$ cat src/pkg/cwt_pkg.sv
package cwt_pkg;
   // register byte offsets on the AXI4-Lite slave
   localparam logic [7:0] OFS_GUARD = 8'h00;
   localparam logic [7:0] OFS_CLOCK = 8'h04;
   localparam logic [7:0] OFS_POWER = 8'h08;
   localparam logic [7:0] OFS_EXTIE = 8'h0C;
   localparam logic [7:0] OFS_GLOBIE = 8'h10;
   localparam logic [7:0] OFS_TACCESS = 8'h14;
   localparam logic [7:0] OFS_EVSTAT = 8'h18;
   localparam logic [7:0] OFS_EVMASK = 8'h1C;
   // field positions
   localparam int GC_RESTART_BIT = 0;
   localparam int GC_RSTEN_BIT = 1;
   localparam int GC_CAUSE_BIT = 2;
   localparam int GC_IRQF_BIT = 3;
   localparam int CK_SEL_LO_BIT = 6;
   localparam int CK_SEL_HI_BIT = 7;
   localparam int PM_MULT_BIT = 3;
   localparam int PM_DIV_LO_BIT = 6;
   localparam int PM_DIV_HI_BIT = 7;
   localparam int EIE_WDI_BIT = 4;
   localparam int IE_GLOBAL_BIT = 7;
   localparam int EV_TIMEOUT_BIT = 0;
   localparam int EV_WDRESET_BIT = 1;
   localparam int EV_W = 2;
   // reset values
   localparam logic [1:0] DIV_RST = 2'b10;
   localparam logic MULT_RST = 1'b0;
   localparam logic [1:0] SEL_RST = 2'b00;
   // timeout exponent bases per clock setting
   localparam logic [1:0] DIV_FAST = 2'b00;
   localparam logic [1:0] DIV_SLOW = 2'b11;
   localparam logic [5:0] BASE_X4 = 6'd15;
   localparam logic [5:0] BASE_X2 = 6'd16;
   localparam logic [5:0] BASE_MID = 6'd17;
   localparam logic [5:0] BASE_SLOW = 6'd25;
   localparam int CHAIN_W = 34;
   localparam int EXP_W = 6;
   // reset delay and cpu reset pulse
   localparam int DLY_W = 10;
   localparam logic [DLY_W-1:0] RST_DELAY_LAST = 10'h1FF;
   localparam int CLK_PERIOD_NS = 10;
   localparam int CPU_RST_NS = 80;
   localparam logic [3:0] CPU_RST_CLKS = 4'(CPU_RST_NS / CLK_PERIOD_NS);
   localparam int TA_WINDOW_NS = 40;
   localparam logic [3:0] TA_WINDOW_CLKS = 4'(TA_WINDOW_NS / CLK_PERIOD_NS);
   // timed access keys
   localparam logic [7:0] TA_KEY1 = 8'hAA;
   localparam logic [7:0] TA_KEY2 = 8'h55;
   localparam logic [7:0] IRQ_VECTOR = 8'h63;
   localparam logic [1:0] RESP_OKAY = 2'b00;
   localparam logic [1:0] RESP_SLVERR = 2'b10;
   localparam logic [23:0] PAD_ZERO = 24'h00_0000;
   // reset sequencer states
   typedef enum logic [2:0] {
      ST_IDLE = 3'b001,
      ST_WAIT = 3'b010,
      ST_RST = 3'b100
   } cwt_seq_t;
endpackage : cwt_pkg

$ cat src/logic/cwt_chain.sv
`timescale 1ns/1ps
`default_nettype none
module cwt_chain
   import cwt_pkg::*;
(
   input wire logic ref_clk,
   input wire logic reset_n,
   input wire logic clkEn,
   input wire logic tick,
   input wire logic clear,
   input wire logic [EXP_W-1:0] expo,
   output logic fullCount
);
   typedef struct packed {
      logic [CHAIN_W-1:0] cnt;
      logic full;
   } cwt_chain_t;

   cwt_chain_t s_reg;
   cwt_chain_t s_next;
   logic [CHAIN_W-1:0] mask;

   ////////////////////////////////////////////////////////////////////
   // one mask bit per chain stage below the selected exponent
   genvar i;
   generate
      for (i = 0; i < CHAIN_W; i++) begin : g_mask
         assign mask[i] = (EXP_W'(i) < expo);
      end
   endgenerate

   ////////////////////////////////////////////////////////////////////
   // free-running count, wraps after full count
   always_comb begin
      s_next = s_reg;
      s_next.full = 1'b0;
      if (clear) begin
         s_next.cnt = '0;
      end else if (tick) begin
         if (&(s_reg.cnt | ~mask)) begin
            s_next.cnt = '0;
            s_next.full = 1'b1;
         end else begin
            s_next.cnt = s_reg.cnt + CHAIN_W'(1);
         end
      end
   end

   // state register
   always_ff @(posedge ref_clk) begin
      if (!reset_n) begin
         s_reg <= '0;
      end else if (clkEn) begin
         s_reg <= s_next;
      end
   end

   assign fullCount = s_reg.full;
endmodule : cwt_chain
`default_nettype wire

$ cat src/logic/cwt_top.sv
`timescale 1ns/1ps
`default_nettype none
module cwt_top
   import cwt_pkg::*;
#(
   parameter logic [EXP_W-1:0] EXP_TRIM = 6'd0
)
(
   input wire logic ref_clk,
   input wire logic reset_n,
   input wire logic clkEn,
   input wire logic xtalTick,
   input wire logic sysReset,
   input wire logic [7:0] s_axi_awaddr,
   input wire logic s_axi_awvalid,
   output logic s_axi_awready,
   input wire logic [31:0] s_axi_wdata,
   input wire logic [3:0] s_axi_wstrb,
   input wire logic s_axi_wvalid,
   output logic s_axi_wready,
   output logic [1:0] s_axi_bresp,
   output logic s_axi_bvalid,
   input wire logic s_axi_bready,
   input wire logic [7:0] s_axi_araddr,
   input wire logic s_axi_arvalid,
   output logic s_axi_arready,
   output logic [31:0] s_axi_rdata,
   output logic [1:0] s_axi_rresp,
   output logic s_axi_rvalid,
   input wire logic s_axi_rready,
   output logic cpuReset,
   output logic cpuIrqReq,
   output logic wakeReq,
   output logic [7:0] irqVector,
   output logic irqOut
);
   typedef struct packed {
      // bus slave
      logic awHeld;
      logic [7:0] awAddr;
      logic wHeld;
      logic [7:0] wData;
      logic wLane0;
      logic bValid;
      logic [1:0] bResp;
      logic rValid;
      logic [7:0] rData;
      logic [1:0] rResp;
      // control and status
      logic [1:0] timeoutSel;
      logic [1:0] sysClkDivider;
      logic clkMultiplierSel;
      logic timeoutIrqEnable;
      logic globalIrqEnable;
      logic timeoutResetEnable;
      logic timeoutIrqFlag;
      logic timeoutResetCauseFlag;
      // timed access
      logic taKey1Seen;
      logic [3:0] taWindow;
      // reset sequencer
      cwt_seq_t seq;
      logic [DLY_W-1:0] dly;
      logic [3:0] rstCnt;
      // events
      logic [EV_W-1:0] evStat;
      logic [EV_W-1:0] evMask;
      // registered outputs
      logic cpuReset;
      logic cpuIrqReq;
      logic wakeReq;
      logic irqOut;
   } cwt_state_t;

   localparam cwt_state_t S_RST = '{
      awHeld: 1'b0, awAddr: '0, wHeld: 1'b0, wData: '0, wLane0: 1'b0,
      bValid: 1'b0, bResp: RESP_OKAY, rValid: 1'b0, rData: '0, rResp: RESP_OKAY,
      timeoutSel: SEL_RST, sysClkDivider: DIV_RST, clkMultiplierSel: MULT_RST,
      timeoutIrqEnable: 1'b0, globalIrqEnable: 1'b0, timeoutResetEnable: 1'b0,
      timeoutIrqFlag: 1'b0, timeoutResetCauseFlag: 1'b0,
      taKey1Seen: 1'b0, taWindow: '0,
      seq: ST_IDLE, dly: '0, rstCnt: '0,
      evStat: '0, evMask: '0,
      cpuReset: 1'b0, cpuIrqReq: 1'b0, wakeReq: 1'b0, irqOut: 1'b0
   };

   cwt_state_t s_reg;
   cwt_state_t s_next;
   logic fullCount;
   logic chainClear;
   logic [EXP_W-1:0] expo;
   logic [EXP_W-1:0] base;
   logic [EXP_W-1:0] selTimes3;

   ////////////////////////////////////////////////////////////////////
   // timeout exponent from clock setting and select
   always_comb begin
      unique case (s_reg.sysClkDivider)
         DIV_FAST: base = s_reg.clkMultiplierSel ? BASE_X4 : BASE_X2;
         DIV_SLOW: base = BASE_SLOW;
         default: base = BASE_MID;
      endcase
   end

   // exponent is base plus three per select step, less EXP_TRIM
   assign selTimes3 = EXP_W'({s_reg.timeoutSel, 1'b0}) + EXP_W'(s_reg.timeoutSel);
   assign expo = base + selTimes3 - EXP_TRIM;

   ////////////////////////////////////////////////////////////////////
   // crystal counter chain
   cwt_chain u_chain (
      .ref_clk(ref_clk),
      .reset_n(reset_n),
      .clkEn(clkEn),
      .tick(xtalTick),
      .clear(chainClear),
      .expo(expo),
      .fullCount(fullCount)
   );

   ////////////////////////////////////////////////////////////////////
   // next-state logic: bus, timed access, flags, reset sequencer
   logic doWrite;
   logic restartHit;
   logic rstDone;
   logic taOpen;
   logic [7:0] rdByte;
   logic rdOk;
   logic keepCause;
   logic [EV_W-1:0] keepStat;
   logic [EV_W-1:0] keepMask;

   always_comb begin
      s_next = s_reg;
      restartHit = 1'b0;
      rstDone = 1'b0;
      rdByte = '0;
      rdOk = 1'b1;
      keepCause = 1'b0;
      keepStat = '0;
      keepMask = '0;
      taOpen = (s_reg.taWindow != '0);
      doWrite = s_reg.awHeld && s_reg.wHeld && !s_reg.bValid;

      // timed access window runs down by itself
      if (taOpen) begin
         s_next.taWindow = s_reg.taWindow - 4'(1);
      end

      // write address and data taken in either order
      if (s_axi_awvalid && !s_reg.awHeld) begin
         s_next.awHeld = 1'b1;
         s_next.awAddr = s_axi_awaddr;
      end
      if (s_axi_wvalid && !s_reg.wHeld) begin
         s_next.wHeld = 1'b1;
         s_next.wData = s_axi_wdata[7:0];
         s_next.wLane0 = s_axi_wstrb[0];
      end

      // write decode once both halves are held
      if (doWrite) begin
         s_next.awHeld = 1'b0;
         s_next.wHeld = 1'b0;
         s_next.bValid = 1'b1;
         s_next.bResp = RESP_OKAY;
         if (s_reg.awAddr != OFS_TACCESS && s_reg.wLane0) begin
            s_next.taKey1Seen = 1'b0;
         end
         unique case (s_reg.awAddr)
            OFS_GUARD: begin
               if (s_reg.wLane0) begin
                  if (!s_reg.wData[GC_IRQF_BIT]) begin
                     s_next.timeoutIrqFlag = 1'b0;
                  end
                  if (!s_reg.wData[GC_CAUSE_BIT]) begin
                     s_next.timeoutResetCauseFlag = 1'b0;
                  end
                  if (taOpen) begin
                     s_next.timeoutResetEnable = s_reg.wData[GC_RSTEN_BIT];
                     restartHit = s_reg.wData[GC_RESTART_BIT];
                     s_next.taWindow = '0;
                  end
               end
            end
            OFS_CLOCK: begin
               if (s_reg.wLane0) begin
                  s_next.timeoutSel = {s_reg.wData[CK_SEL_HI_BIT], s_reg.wData[CK_SEL_LO_BIT]};
               end
            end
            OFS_POWER: begin
               if (s_reg.wLane0) begin
                  s_next.sysClkDivider = {s_reg.wData[PM_DIV_HI_BIT], s_reg.wData[PM_DIV_LO_BIT]};
                  s_next.clkMultiplierSel = s_reg.wData[PM_MULT_BIT];
               end
            end
            OFS_EXTIE: begin
               if (s_reg.wLane0) begin
                  s_next.timeoutIrqEnable = s_reg.wData[EIE_WDI_BIT];
               end
            end
            OFS_GLOBIE: begin
               if (s_reg.wLane0) begin
                  s_next.globalIrqEnable = s_reg.wData[IE_GLOBAL_BIT];
               end
            end
            OFS_TACCESS: begin
               if (s_reg.wLane0) begin
                  if (s_reg.wData == TA_KEY1) begin
                     s_next.taKey1Seen = 1'b1;
                  end else if (s_reg.taKey1Seen && s_reg.wData == TA_KEY2) begin
                     s_next.taKey1Seen = 1'b0;
                     s_next.taWindow = TA_WINDOW_CLKS;
                  end else begin
                     s_next.taKey1Seen = 1'b0;
                  end
               end
            end
            OFS_EVSTAT: begin
            end
            OFS_EVMASK: begin
               if (s_reg.wLane0) begin
                  s_next.evMask = s_reg.wData[EV_W-1:0];
               end
            end
            default: s_next.bResp = RESP_SLVERR;
         endcase
      end
      if (s_reg.bValid && s_axi_bready) begin
         s_next.bValid = 1'b0;
      end

      // read decode, one read under way at a time
      if (s_axi_arvalid && !s_reg.rValid) begin
         unique case (s_axi_araddr)
            OFS_GUARD: begin
               rdByte[GC_IRQF_BIT] = s_reg.timeoutIrqFlag;
               rdByte[GC_CAUSE_BIT] = s_reg.timeoutResetCauseFlag;
               rdByte[GC_RSTEN_BIT] = s_reg.timeoutResetEnable;
               rdByte[GC_RESTART_BIT] = 1'b0;
            end
            OFS_CLOCK: begin
               rdByte[CK_SEL_HI_BIT] = s_reg.timeoutSel[1];
               rdByte[CK_SEL_LO_BIT] = s_reg.timeoutSel[0];
            end
            OFS_POWER: begin
               rdByte[PM_DIV_HI_BIT] = s_reg.sysClkDivider[1];
               rdByte[PM_DIV_LO_BIT] = s_reg.sysClkDivider[0];
               rdByte[PM_MULT_BIT] = s_reg.clkMultiplierSel;
            end
            OFS_EXTIE: rdByte[EIE_WDI_BIT] = s_reg.timeoutIrqEnable;
            OFS_GLOBIE: rdByte[IE_GLOBAL_BIT] = s_reg.globalIrqEnable;
            OFS_TACCESS: rdByte = '0;
            OFS_EVSTAT: begin
               rdByte[EV_W-1:0] = s_reg.evStat;
               s_next.evStat = '0;
            end
            OFS_EVMASK: rdByte[EV_W-1:0] = s_reg.evMask;
            default: rdOk = 1'b0;
         endcase
         s_next.rValid = 1'b1;
         s_next.rData = rdByte;
         s_next.rResp = rdOk ? RESP_OKAY : RESP_SLVERR;
      end else if (s_reg.rValid && s_axi_rready) begin
         s_next.rValid = 1'b0;
      end

      // timeout sets flag; set wins over a clear in the same cycle
      if (fullCount) begin
         s_next.timeoutIrqFlag = 1'b1;
         s_next.evStat[EV_TIMEOUT_BIT] = 1'b1;
      end

      // reset sequencer: 512 clocks from flag to cpu reset
      unique case (s_reg.seq)
         ST_IDLE: begin
            if (fullCount && !restartHit) begin
               s_next.seq = ST_WAIT;
               s_next.dly = '0;
            end
         end
         ST_WAIT: begin
            s_next.dly = s_reg.dly + DLY_W'(1);
            if (restartHit) begin
               s_next.seq = ST_IDLE;
               s_next.dly = '0;
            end else if (s_reg.dly == RST_DELAY_LAST) begin
               if (s_reg.timeoutResetEnable) begin
                  s_next.seq = ST_RST;
                  s_next.rstCnt = CPU_RST_CLKS;
                  s_next.timeoutResetCauseFlag = 1'b1;
                  s_next.evStat[EV_WDRESET_BIT] = 1'b1;
               end else begin
                  s_next.seq = ST_IDLE;
               end
               s_next.dly = '0;
            end
         end
         ST_RST: begin
            s_next.rstCnt = s_reg.rstCnt - 4'(1);
            if (s_reg.rstCnt == 4'(1)) begin
               rstDone = 1'b1;
            end
         end
      endcase

      // cpu reset or system reset returns block to defaults, cause, event status and event mask kept
      if (rstDone || sysReset) begin
         keepCause = s_next.timeoutResetCauseFlag;
         keepStat = s_next.evStat;
         keepMask = s_next.evMask;
         s_next = S_RST;
         s_next.timeoutResetCauseFlag = keepCause;
         s_next.evStat = keepStat;
         s_next.evMask = keepMask;
      end

      // registered outputs follow the next state
      s_next.cpuReset = (s_next.seq == ST_RST);
      s_next.cpuIrqReq = s_next.timeoutIrqFlag && s_next.timeoutIrqEnable && s_next.globalIrqEnable;
      s_next.wakeReq = s_next.timeoutIrqFlag && s_next.timeoutIrqEnable;
      s_next.irqOut = |(s_next.evStat & s_next.evMask);
   end

   // restart clears the counter chain as well
   assign chainClear = restartHit || rstDone || sysReset;

   ////////////////////////////////////////////////////////////////////
   // state register, frozen while clock enable is low
   always_ff @(posedge ref_clk) begin
      if (!reset_n) begin
         s_reg <= S_RST;
      end else if (clkEn) begin
         s_reg <= s_next;
      end
   end

   ////////////////////////////////////////////////////////////////////
   // outputs straight from flops, except the fixed irq vector
   assign s_axi_awready = !s_reg.awHeld;
   assign s_axi_wready = !s_reg.wHeld;
   assign s_axi_bvalid = s_reg.bValid;
   assign s_axi_bresp = s_reg.bResp;
   assign s_axi_arready = !s_reg.rValid;
   assign s_axi_rvalid = s_reg.rValid;
   assign s_axi_rdata = {PAD_ZERO, s_reg.rData};
   assign s_axi_rresp = s_reg.rResp;
   assign cpuReset = s_reg.cpuReset;
   assign cpuIrqReq = s_reg.cpuIrqReq;
   assign wakeReq = s_reg.wakeReq;
   assign irqVector = IRQ_VECTOR;
   assign irqOut = s_reg.irqOut;
endmodule : cwt_top
`default_nettype wire

$ cat config.mk
export PLATFORM = sky130hd
export DESIGN_NAME = cwt_top
export DESIGN_NICKNAME = d
export VERILOG_FILES = /design/src/pkg/cwt_pkg.sv /design/src/logic/cwt_chain.sv /design/src/logic/cwt_top.sv
export SDC_FILE = /design/constraint.sdc
export NUM_CORES = 1
export LEC_CHECK = 0
export BUFFER_PORTS_ARGS = -buffer_cell sky130_fd_sc_hd__buf_2
export CAP_MARGIN = 15
export CORE_MARGIN = 10
export CORE_UTILIZATION = 30
export CTS_CLUSTER_SIZE = 12
export DETAILED_ROUTE_END_ITERATION = 7
export PLACE_DENSITY = 0.47
export SLEW_MARGIN = 20
export SYNTH_ARGS = -nofsm -noshare
export SYNTH_HDL_FRONTEND = slang
export SYNTH_SLANG_ARGS = --single-unit
$ cat constraint.sdc
create_clock -name ref_clk -period 12.1 [get_ports ref_clk]
set_clock_uncertainty 0.1 [all_clocks]
set_input_delay 1.21 -clock ref_clk [delete_from_list [all_inputs] [get_ports ref_clk]]
set_output_delay 1.21 -clock ref_clk [all_outputs]
set_load 0.005 [all_outputs]
==> impl_metrics.toml <==
[clock_network]
postCtsSetupBuffers = 0
htree_levels = 3
cts_hold_repair.buffers = 0
resized_gates_after_cts = 0
tritoncts.num_buffers = 9
clock_path_buffers = 2
tritoncts = "yes"
clkSlewWorstSetupHoldPaths_ns = 0.08
tritoncts_num_sinks = 105
root_driver = "clkbuf_16"
worst_skew_pair.late_latency_ns = 0.37

[floorplanning]
die-height_um = 167
floorplan_die_area_um2 = 27800
initial_utilization_pct = 30.6
core.rowCount = 53
core_area_um2 = 21100
die_width_um = 167
i_o_pin_count = 115

[pwr]
power_density_nw_per_um2 = 103
netSwitchingFraction_pct = 26.6
pwr-share-seq_pct = 48.4
combinationalPowerShare_pct = 7.4
intPower_uw = 534
total_leakage_power_nw = 2.53
clk_network_pwr_share_pct = 44.2
power_switching_uw = 193
total_power_uw = 727
ir_drop_uv = 55.6

[setup_path]
critical_path.top_delay_family = "compound AO/OA/AOI/OAI gates"
element_type_at_the_critical_path_end = "flop"
critical-path-max-stage-delay_ns = 0.87
cell_chain_of_the_critical_path = "inv_1, ha_1, nor2_1, fa_1, ha_1, fa_1, xnor2_2, nand2_1, o311a_1, a311oi_1, o2111ai_1, a211o_1, o311ai_4, nor3b_1, a221o_1"
slowest_cp_cell = "o311ai_4"
worst-path-max-fanout = 23
timing.critical_path.required_ns = 12.25
timing.setup.critical_path_class = "flop to flop"
path_buf_inv = 1
critical_path.startpoint_type = "flop"
arrival_time_reported_for_the_critical_path_endpoint_ns = 5.71

[route]
dr_total_vias = 5759
initialDrtViolationCount = 388
drt_wl_total_um = 17400
routed_via_density = 5.13
detail_route.drc_violations = 0
drt-wirelength-per-cell_um = 15.5
drt_first_pass_iters = 5
drtAntennaViolNets = 0

[synth]
netlist_area_um2 = 6450
synth.yosys.seq_area_share_pct = 32.6
synth_top_family_by_area = "simple AND/OR/NAND/NOR gates"
postSynth.asyncResetShare_pct = 0
synth-compound-area-share_pct = 21.6
synth.area.mux_share_pct = 2.33
synth_flop_cell = "dfxtp_1"
postSynthRegisterBits = 105
post_synth_xor_area_fraction_pct = 1.88
post-synth-top-area-cell = "dfxtp_1"
synth_top_area_share_pct = 32.6
yosys.area_share.simple_pct = 28.9
ys_warn_count = 0
syn_area_per_cell_um2 = 7.84
syn-instance-count = 823
yosys-top-cells-area = "dfxtp_1, buf_4, nor2b_1, nand2_1, nand3_1"
adder_cell_share_of_the_synthesized_area_pct = 3.45
synth_enable_flop_cells = 0
synth_cell_types = 72

[global_routing]
grt_antenna_before_repair = 1
first_pass_grt_wire_length_um = 28700
all_layer_global_routing_usage_pct = 12.1
vias_in_the_first_global_route = 5474
grt_max_degree = 77
grt_overflow_total = 0

[layout]
final_nets = 919
num-fill-cells = 2290
largest_register_ffs = 55
areaGrowthSynthToFinish_pct = 9.29
layout-drive-gt1-share_pct = 9.93
final_common_cell = "dfxtp_1"
most-common-layout-cells = "dfxtp_1, nand2_1, nor2b_1, buf_2, nand3_1"
final_core_utilization_pct = 33.4

[sta]
setup-violations-final = 0
finalMaxSlewViolations = 0
slew_headroom_pct = 30.3
grt_setup_unrepaired = "no"
min_clock_period_post_route_ns = 5.56
fmax_mhz = 180
report.final.hold_viol_count = 0
fin_tns_setup_ns = 0
tightestPinTransition_ns = 1.04
final_min_period_over_clock_period_pct = 46.0

[placed_design]
hpwlAfterDp_um = 12300
gp_congestion = 0.806
placement.io_buffers = 52

[status]
status = "complete, no violations"

[worst_hold_path]
timing.hold.worst.class = "flop to flop"

[job]
count_of_max_cap_constraint_violations = 0
kinds of logic (layout without fill, tap and decap cells):
kind of cell / Yosys count / after routing
compound gates: 205 / 205
xor+xnor: 13 / 13
simple gates: 359 / 359
other cells: 2 / 36
mux: 15 / 15
fa+ha+maj: 16 / 16
flops: 105 / 105
buf+inv: 108 / 98
Yosys cell counts (4+ instances only):
master and number:
a211oi_1 5, a21boi_0 7, a21o_1 10, a21oi_1 39
a22o_1 6, a22oi_1 26, a31oi_1 8, a32oi_1 4
and2_1 13, and3_1 17, buf_2 5, buf_4 46
clkbuf_1 29, dfxtp_1 105, ha_1 13, inv_1 24
mux2i_1 15, nand2_1 83, nand2b_1 10, nand3_1 51
nand3b_1 6, nand4_1 10, nor2_1 50, nor2b_1 52
nor3_1 28, nor3b_1 5, nor4_1 5, o211ai_1 4
o21ai_0 42, o21ai_1 5, o22ai_1 6, o311ai_0 10
o31ai_1 4, o32ai_1 4, or3_1 10, or4_1 5
xnor2_1 7, xor2_1 5
area by class of cell:
cell class                      count  area, um2  share of cell area [%]
Multi-Input combinational cell    643       3890                    55.2
Sequential cell                   105       2100                    29.8
Tap cell                          275        344                    4.88
Timing Repair Buffer               57        298                    4.22
Clock buffer                        9        225                    3.19
Clock inverter                      7       93.8                    1.33
Inverter                           25       93.8                    1.33
Antenna cell                        1       2.50                  0.0355
per-stage QoR:
step                      instance area, um2  hold WS, ns  setup slack (ns)  instances
final                                   7050        0.364              6.54       1122
after global routing                    7050        0.414              6.22       1121
after CTS                               7050        0.363              6.54       1121
after detailed placement                6730        0.347              6.59       1105
after global placement                  6730        0.346              6.53       1105
after floorplan                         6570        0.329              7.53        856
power groups by stage:
stage / clock network [mW] / logic (mW) / registers, mW
finish: 0.321 / 0.0540 / 0.352
global route: 0.345 / 0.0610 / 0.352
CTS: 0.335 / 0.0541 / 0.352
detailed placement: 0 / 0.0540 / 0.360
global placement: 0 / 0.0543 / 0.360
floorplan: 0 / 0.0448 / 0.359
worst min-delay path, delay by kind of cell (launching register included):
kind / cells / cell delay, ns
AOI/OAI and AO/OA: 1 / 0.05
buffers and inverters: 1 / 0.05
DFF: 1 / 0.32
worst paths after layout:
path | to | startpoint | slack, ns | cells past startpoint
worst max-delay path | u_chain.s_reg[7] | s_reg[36] | 6.54 | 15
worst min-delay path | u_chain.s_reg[34] | u_chain.s_reg[34] | 0.36 | 2
worst max register to register | u_chain.s_reg[7] | s_reg[36] | 6.54 | 15
worst min register to register | u_chain.s_reg[34] | u_chain.s_reg[34] | 0.36 | 2
routing by layer:
| metal | wire length (um) | vias up | GRT usage, % |
|---|---|---|---|
| met2 | 8090 | 99 | 19.4 |
| li1 | - | 2930 | - |
| met3 | 736 | 14 | 3.18 |
| met5 | 0 | - | 0 |
| met1 | 8320 | 2716 | 15.6 |
| met4 | 211 | 0 | 3.51 |
Note: power is estimated with default switching activity, not from simulation.
